File: config.mk
export PLATFORM = sky130hd
export DESIGN_NAME = otgf_event_flags
export DESIGN_NICKNAME = d
export VERILOG_FILES = /design/src/design/otgf_pkg.sv /design/src/design/otgf_event_flags.sv /design/src/design/otgf_hold_timer.sv
export VERILOG_INCLUDE_DIRS = /design/src /design/src/design
export SDC_FILE = /design/constraint.sdc
export NUM_CORES = 1
export LEC_CHECK = 0
export BUFFER_PORTS_ARGS = -buffer_cell sky130_fd_sc_hd__buf_2
export CAP_MARGIN = 20
export CORE_ASPECT_RATIO = 1.5
export CORE_MARGIN = 5
export CORE_UTILIZATION = 45
export DETAILED_ROUTE_END_ITERATION = 8
export PLACE_DENSITY = 0.79
export SLEW_MARGIN = 20
export SYNTH_ARGS = -nofsm -noshare
export SYNTH_HDL_FRONTEND = slang
export SYNTH_HIERARCHICAL = 1
export SYNTH_SLANG_ARGS = --single-unit
File: constraint.sdc
create_clock -name i_clk_sys -period 1.8 [get_ports i_clk_sys]
set_input_delay 0.27 -clock i_clk_sys [delete_from_list [all_inputs] [get_ports i_clk_sys]]
set_output_delay 0.27 -clock i_clk_sys [all_outputs]
set_load 0.01 [all_outputs]
File: src/design/otgf_defines.svh
// command codes, field positions, reset values and timing counts for the otg flag block
`ifndef OTGF_DEFINES_SVH
`define OTGF_DEFINES_SVH

`define OTGF_CMD_EVENT_RD   8'h68
`define OTGF_CMD_EVENT_WR   8'he8
`define OTGF_CMD_STATUS_RD  8'h67

`define OTGF_REG_W          16
`define OTGF_FLAG_W         11
`define OTGF_FLAGS_RESET    11'h000

`define OTGF_BIT_ID         0
`define OTGF_BIT_AVBUS      1
`define OTGF_BIT_BEND       2
`define OTGF_BIT_ASESS      3
`define OTGF_BIT_BSESS      4
`define OTGF_BIT_RMT        5
`define OTGF_BIT_SUSPEND    6
`define OTGF_BIT_RESUME     7
`define OTGF_BIT_SRP        8
`define OTGF_BIT_SE0        9
`define OTGF_BIT_TIMER      10

`define OTGF_CLK_MHZ        20
`define OTGF_SE0_LONG_US    2000
`define OTGF_IDLE_SUSP_US   3000
`define OTGF_SE0_LONG_CYC   (`OTGF_SE0_LONG_US * `OTGF_CLK_MHZ)
`define OTGF_IDLE_SUSP_CYC  (`OTGF_IDLE_SUSP_US * `OTGF_CLK_MHZ)
`define OTGF_CNT_W          17

`endif

File: src/design/otgf_pkg.sv
// types shared by the otg status and event flag block
package otgf_pkg;

	// analogue comparator and pin levels from the port front end
	typedef struct packed {
		logic id_pin;       // id pin level
		logic a_vbus_above; // vbus above a_vbus_threshold
		logic b_end_below;  // vbus below b_end_threshold
		logic a_sess_above; // vbus above a_session_threshold
		logic b_sess_above; // vbus above b_session_threshold
		logic remote_pullup;// remote pull-up seen on the bus
	} otgf_line_in_t;

	// host command port request
	typedef struct packed {
		logic        valid; // command strobe
		logic [7:0]  code;  // command code
		logic [15:0] data;  // write data
	} otgf_cmd_t;

	// suspend tracking
	typedef enum logic {
		OTGF_ACTIVE,
		OTGF_SUSPENDED
	} otgf_bus_state_t;

endpackage : otgf_pkg
File: src/design/otgf_event_flags.sv
// otg port live status bits and latched write-one-to-clear event flags
`timescale 1ns/10ps
`include "otgf_defines.svh"

// Functional notes
// RULE_01 - A-device: bit 3 shows vbus above session threshold
// RULE_02 - B-device: bit 2 shows vbus below end threshold
// RULE_03 - A-device: bit 1 shows vbus above valid threshold
// RULE_04 - bit 0 follows the id pin level
// RULE_05 - event register read 68, written e8, reserved high; the code reads reserved bits 15..11 as zero
// RULE_06 - timer time-out sets flag bit 10
// RULE_07 - writing one clears a flag, zero keeps
// RULE_08 - se0 longer than 2 ms sets bit 9
// RULE_09 - remote session request sets flag bit 8
// RULE_10 - only the selected request method is detected
// RULE_11 - j to k while suspended sets bit 7
// RULE_12 - entering suspend after 3 ms idle sets 6
// RULE_13 - change of status bits 5..0 sets flag
// RULE_14 - B-device: bit 4 shows vbus above session threshold
// RULE_15 - event in clear cycle keeps the flag set
module otgf_event_flags #(
	parameter logic [`OTGF_CNT_W-1:0] SE0_LONG_CYC  = 17'(`OTGF_SE0_LONG_CYC),  // 2 ms of se0
	parameter logic [`OTGF_CNT_W-1:0] IDLE_SUSP_CYC = 17'(`OTGF_IDLE_SUSP_CYC)  // 3 ms of idle
) (
	input  wire logic                  i_clk_sys,      // 20 mhz system clock
	input  wire logic                  i_rst,          // async reset, high
	input  wire otgf_pkg::otgf_line_in_t i_line,       // pin and comparator levels
	input  wire logic                  i_se0,          // bus in se0
	input  wire logic                  i_line_j,       // bus in j state
	input  wire logic                  i_line_k,       // bus in k state
	input  wire logic                  i_bus_idle,     // no bus activity
	input  wire logic                  i_timer_expired,// otg timer time-out pulse
	input  wire logic                  i_vbus_pulse,   // remote vbus pulse seen
	input  wire logic                  i_data_pulse,   // remote data line pulse seen
	input  wire logic                  i_request_method_select, // 1 data line, 0 vbus
	input  wire otgf_pkg::otgf_cmd_t   i_cmd,          // host command port
	output logic                       o_rd_valid,     // read data valid pulse
	output logic [`OTGF_REG_W-1:0]     o_rd_data,      // read data
	output logic [`OTGF_REG_W-1:0]     o_line_status   // live status word
);

	logic [`OTGF_FLAG_W-1:0]   otg_event_flags;   // latched events
	logic [5:0]                prev_status;       // status seen last cycle
	logic                      primed;            // prev_status holds real data
	logic                      line_was_j;        // bus was in j last cycle
	otgf_pkg::otgf_bus_state_t bus_state;         // suspend tracker
	wire                       se0_long;          // se0 beyond 2 ms
	wire                       se0_long_rise;     // se0 just passed 2 ms
	wire                       idle_long_rise;    // idle just passed 3 ms

	// live status bits, bits 1 to 4 role qualified by the id level
	wire id_level_status        = i_line.id_pin; // RULE_04
	wire a_session_valid_status = !i_line.id_pin && i_line.a_sess_above; // RULE_01
	wire b_session_end_status   = i_line.id_pin && i_line.b_end_below; // RULE_02
	wire a_vbus_valid_status    = !i_line.id_pin && i_line.a_vbus_above; // RULE_03
	wire b_session_valid_status = i_line.id_pin && i_line.b_sess_above; // RULE_14
	wire remote_pullup_status   = i_line.remote_pullup;
	wire [5:0] status_low = {remote_pullup_status, b_session_valid_status,
		a_session_valid_status, b_session_end_status, a_vbus_valid_status, id_level_status};

	// live status word; the status read and the pins both get it through one register stage
	wire [`OTGF_REG_W-1:0] line_word = {6'h00, se0_long, 3'h0, status_low};

	// command decode
	function automatic logic cmd_hit(input otgf_pkg::otgf_cmd_t c, input logic [7:0] code);
		cmd_hit = c.valid && (c.code == code);
	endfunction : cmd_hit

	wire rd_event  = cmd_hit(i_cmd, `OTGF_CMD_EVENT_RD); // RULE_05
	wire rd_status = cmd_hit(i_cmd, `OTGF_CMD_STATUS_RD);
	wire wr_event  = cmd_hit(i_cmd, `OTGF_CMD_EVENT_WR); // RULE_05

	// session request: only the method the host picked counts
	wire srp_seen = i_request_method_select ? i_data_pulse : i_vbus_pulse; // RULE_10

	// resume: j followed directly by k while the port is suspended
	wire resume_seen = (bus_state == otgf_pkg::OTGF_SUSPENDED) && line_was_j && i_line_k;

	// gather the events of this cycle
	wire [`OTGF_FLAG_W-1:0] events;
	assign events[5:0]                = primed ? (status_low ^ prev_status) : 6'h00; // RULE_13
	assign events[`OTGF_BIT_SUSPEND] = idle_long_rise; // RULE_12
	assign events[`OTGF_BIT_RESUME]  = resume_seen; // RULE_11
	assign events[`OTGF_BIT_SRP]     = srp_seen; // RULE_09
	assign events[`OTGF_BIT_SE0]     = se0_long_rise; // RULE_08
	assign events[`OTGF_BIT_TIMER]   = i_timer_expired; // RULE_06

	// clear mask from a host write; only the defined bits matter
	wire [`OTGF_FLAG_W-1:0] clr_mask  = wr_event ? i_cmd.data[`OTGF_FLAG_W-1:0] : '0; // RULE_07
	// a new event outranks a clear in the same cycle so nothing is lost
	wire [`OTGF_FLAG_W-1:0] next_flags = (otg_event_flags & ~clr_mask) | events; // RULE_15

	// read mux; reserved bits and unknown codes read as zero
	wire [`OTGF_REG_W-1:0] next_rd_data =
		rd_event  ? {5'h00, otg_event_flags} : // RULE_05
		rd_status ? line_word : '0;

	// se0 duration timer
	otgf_hold_timer #(
		.LIMIT (SE0_LONG_CYC)
	) u_se0_timer (
		.i_clk_sys (i_clk_sys),
		.i_rst     (i_rst),
		.i_cond    (i_se0),
		.o_long    (se0_long),
		.o_rise    (se0_long_rise)
	);

	// idle duration timer, reused for suspend entry
	otgf_hold_timer #(
		.LIMIT (IDLE_SUSP_CYC)
	) u_idle_timer (
		.i_clk_sys (i_clk_sys),
		.i_rst     (i_rst),
		.i_cond    (i_bus_idle),
		.o_long    (),
		.o_rise    (idle_long_rise)
	);

	// event flag register
	always_ff @(posedge i_clk_sys or posedge i_rst) begin
		if (i_rst)
			otg_event_flags <= `OTGF_FLAGS_RESET;
		else
			otg_event_flags <= next_flags;
	end

	// change detection history; first cycle after reset only samples, so reset is no change
	always_ff @(posedge i_clk_sys or posedge i_rst) begin
		if (i_rst) begin
			prev_status <= 6'h00;
			primed      <= 1'b0;
			line_was_j  <= 1'b0;
		end else begin
			prev_status <= status_low;
			primed      <= 1'b1;
			line_was_j  <= i_line_j;
		end
	end

	// suspend tracker: enter after long idle, leave once the bus wakes
	always_ff @(posedge i_clk_sys or posedge i_rst) begin
		if (i_rst) begin
			bus_state <= otgf_pkg::OTGF_ACTIVE;
		end else begin
			case (bus_state)
				otgf_pkg::OTGF_ACTIVE: begin
					if (idle_long_rise)
						bus_state <= otgf_pkg::OTGF_SUSPENDED;
				end
				otgf_pkg::OTGF_SUSPENDED: begin
					if (!i_bus_idle)
						bus_state <= otgf_pkg::OTGF_ACTIVE;
				end
				default: bus_state <= otgf_pkg::OTGF_ACTIVE;
			endcase
		end
	end

	// read port: data registered one cycle after the command
	always_ff @(posedge i_clk_sys or posedge i_rst) begin
		if (i_rst) begin
			o_rd_valid <= 1'b0;
			o_rd_data  <= '0;
		end else begin
			o_rd_valid <= rd_event || rd_status;
			o_rd_data  <= next_rd_data;
		end
	end

	// status pins from a flop; they trail the pin levels by one cycle
	always_ff @(posedge i_clk_sys or posedge i_rst) begin
		if (i_rst)
			o_line_status <= '0;
		else
			o_line_status <= line_word;
	end
endmodule : otgf_event_flags

File: src/design/otgf_hold_timer.sv
// counts how long a bus condition has held and flags when it exceeds a limit
`timescale 1ns/10ps
`include "otgf_defines.svh"

module otgf_hold_timer #(
	parameter logic [`OTGF_CNT_W-1:0] LIMIT = 17'h00010 // cycles that must be exceeded
) (
	input  wire logic i_clk_sys, // system clock
	input  wire logic i_rst,     // async reset, high
	input  wire logic i_cond,    // condition being timed
	output logic      o_long,    // condition held beyond the limit
	output logic      o_rise     // one-cycle pulse in the cycle before o_long goes high
);

	logic [`OTGF_CNT_W-1:0] count; // cycles the condition has held
	wire                    over = (count == LIMIT) && i_cond;

	// counter saturates at the limit so o_long stays up while the condition lasts
	always_ff @(posedge i_clk_sys or posedge i_rst) begin
		if (i_rst) begin
			count  <= '0;
			o_long <= 1'b0;
		end else if (!i_cond) begin
			count  <= '0;
			o_long <= 1'b0;
		end else begin
			if (!o_long && count != LIMIT)
				count <= count + 1'b1;
			if (over)
				o_long <= 1'b1;
		end
	end

	assign o_rise = over && !o_long;

endmodule : otgf_hold_timer

==> results.tsv <==
metric	value	unit
outcome	completed	
grt_overflow	0	
synth.area.mux_share	2.92	%
synth_flop_cell	dfrtp_1	
vias	2770	
root_buffer	clkbuf_16	
rsz0062_at_grt	true	
avgSynthCellArea	10.3	sq um
p_leak	1.96	nW
yosysWarnings	6	
final.setup.tns	0	ns
grt_max_degree	34	
cts_sinks	69	
final_cell_mix	dfrtp_1 (68), buf_2 (54), nand2_1 (24), nand3_1 (22)	
io_buffers	54	
arrival	1.98	ns
coreArea	7560	sq um
clk_latency	0.33	ns
synth_cell_type_count	54	
p_per_area	857	nW/um^2
viasPerCell	5.36	
detailed_place_hpwl	5.75	mm
yosysSeqAreaShare	49.7	%
finalSetupViolCount	0	
clock_skew	0.00492	ns
crit_type	flop to flop	
cts.htree.levels	3	
nets	455	
fp.dieW	81.7	microns
maxCapViolations	0	
min_path_type	input pin to flop	
cts_tree	done	
yosys.area_share.adder	1.44	%
fmax	0.576	GHz
ioPinCount	74	
cp.required	2.05	ns
path_clk_slew	0.06	ns
cts_buffers	9	
n_antenna_cell	0	
dieArea	9610	sq um
path_max_fanout	6	
p_total	0.00364	W
yosys.area_share.simple	25.6	%
ant_nets	0	
grt_usage	18.8	%
drv_slew	0	
period_share	96.5	%
synth_top_family_by_area	simple AND/OR/NAND/NOR gates	
vdd_drop_max	0.554	mV
die-height	118	microns
wire_per_inst	15.9	microns
grt_pass1_wl	14.1	mm
yosys_register_bits	69	
ys_async_sr_fraction	100	%
finalCriticalPeriod	1.74	ns
cp-start-kind	flop	
grt_pass1_vias	3026	
synth_compound_area_share	8.47	%
firstDrtPassIters	4	
drt-total-wl	8.24	mm
synthCells	337	
synth-edff-count	0	
area_growth	22.4	%
placementRows	39	
gp_congestion	0.878	
clockBufferDepth	2	
fillers	613	
drive_above_1_share	28.2	%
final_common_cell	dfrtp_1	
relSlewSlack	52.8	%
crit_path_end_kind	flop	
antenna_found_initial	0	
first_iter_violations	257	
drc_errors	0	
syn_area	3470	sq um
synthXorXnorAreaFrac	5.30	%
cts_hold_buf	0	
start_util	45.9	%
hold_viol_final	0	
worst_pin_slew	0.707	ns
synthesized netlist by cell type, types with 3 or more instances:
| library cell | n | area, sq um |
|---|---|---|
| dfrtp_1 | 69 | 1730 |
| nand2_1 | 24 | 90.1 |
| nand3_1 | 22 | 110 |
| nor2_1 | 20 | 75.1 |
| a21oi_1 | 16 | 80.1 |
| buf_4 | 14 | 105 |
| inv_1 | 14 | 52.6 |
| nand2b_1 | 14 | 87.6 |
| xnor2_1 | 13 | 114 |
| mux2i_1 | 9 | 90.1 |
| clkbuf_1 | 8 | 30.0 |
| nor2b_1 | 8 | 50.1 |
| nor4b_1 | 8 | 70.1 |
| xor2_1 | 8 | 70.1 |
| nor4_1 | 7 | 43.8 |
| o21ai_0 | 7 | 35.0 |
| and3_1 | 6 | 37.5 |
| nor3_1 | 6 | 30.0 |
| a221o_1 | 5 | 50.1 |
| nand4_1 | 5 | 31.3 |
| ha_1 | 4 | 50.1 |
| nand3b_1 | 3 | 22.5 |
| nor3b_1 | 3 | 22.5 |
| o22a_2 | 3 | 30.0 |
| or3_1 | 3 | 18.8 |
cell type report:
| cell class | instances | area, sq um | area share (%) |
|---|---|---|---|
| Multi-Input combinational cell | 241 | 1610 | 37.9 |
| Timing Repair Buffer | 74 | 420 | 9.89 |
| Clock buffer | 10 | 239 | 5.62 |
| Inverter | 15 | 56.3 | 1.32 |
| Sequential cell | 69 | 1730 | 40.7 |
| Clock inverter | 6 | 67.6 | 1.59 |
| Tap cell | 102 | 128 | 3.00 |
routing by layer:
layer / vias up / track usage, % / part of all wire, %
li1: 1305 / - / -
met2: 91 / 32.1 / 55
met3: 19 / 4.06 / 4.5
met1: 1355 / 21.6 / 38
met5: - / 0 / 0
met4: 0 / 8.63 / 3.2
where the power goes:
group	total, W	internal, W	switching [W]
clock network	0.00180	0.00112	0.000686
registers	0.00160	0.00158	0.0000230
logic	0.000239	0.0000936	0.000146
flip-flops by register name, indices dropped and copies added, names as in the netlist:
register             cells
bus_state                1
line_was_j               1
o_line_status            2
o_rd_data               11
o_rd_valid               1
otg_event_flags         11
prev_status              5
primed                   1
u_idle_timer/count      17
u_idle_timer/o_long      1
u_se0_timer/count       17
u_se0_timer/o_long       1
worst max-delay path: stages, from the launching register on:
cell and delay [ns]:
dfrtp_1 0.45, nand4_2 0.16, or4b_4 0.57, or3_1 0.32, a21oi_1 0.16
cells by family after synthesis:
kind of cell | Yosys count
other cells | 2
fa+ha+maj | 4
compound gates | 42
simple gates | 149
flops | 69
xor+xnor | 21
buf+inv | 40
mux | 10
worst paths after layout:
path / from / cells after the start / slack [ns] / end
max: u_se0_timer/count[8]$_DFFE_PP0P_ / 4 / 0.06 / u_se0_timer/count[15]$_DFFE_PP0P_
min reg2reg: otg_event_flags[7]$_DFF_PP0_ / 1 / 0.50 / otg_event_flags[7]$_DFF_PP0_
max in group asynchronous: i_rst / 2 / 1.25 / u_idle_timer/count[0]$_DFFE_PP0P_
max reg2reg: u_se0_timer/count[8]$_DFFE_PP0P_ / 4 / 0.06 / u_se0_timer/count[15]$_DFFE_PP0P_
min in group asynchronous: i_rst / 3 / 0.06 / o_rd_data[0]$_DFF_PP0_
min: i_line_j / 1 / 0.04 / line_was_j$_DFF_PP0_
metrics by stage:
stage	std cells	cell area (sq um)	hold slack [ns]	util [%]	worst slack [ns]
finish	517	4250	0.0412	56.2	0.0635
global route	517	4250	0.0298	56.2	-0.0207
CTS	515	4200	0.0325	55.5	0.0903
detailed placement	499	3890	0.381	51.4	0.110
global placement	499	3890	0.380	51.4	0.159
floorplan	350	3520	0.209	-	0.143
repair_timing:
action                     in CTS  in global routing
setup buffers                   0                  2
hold endpoints to repair        0                  0
resized for setup               0                  8
setup endpoints to repair       0                 12
Note: power is estimated with default switching activity, not from simulation.
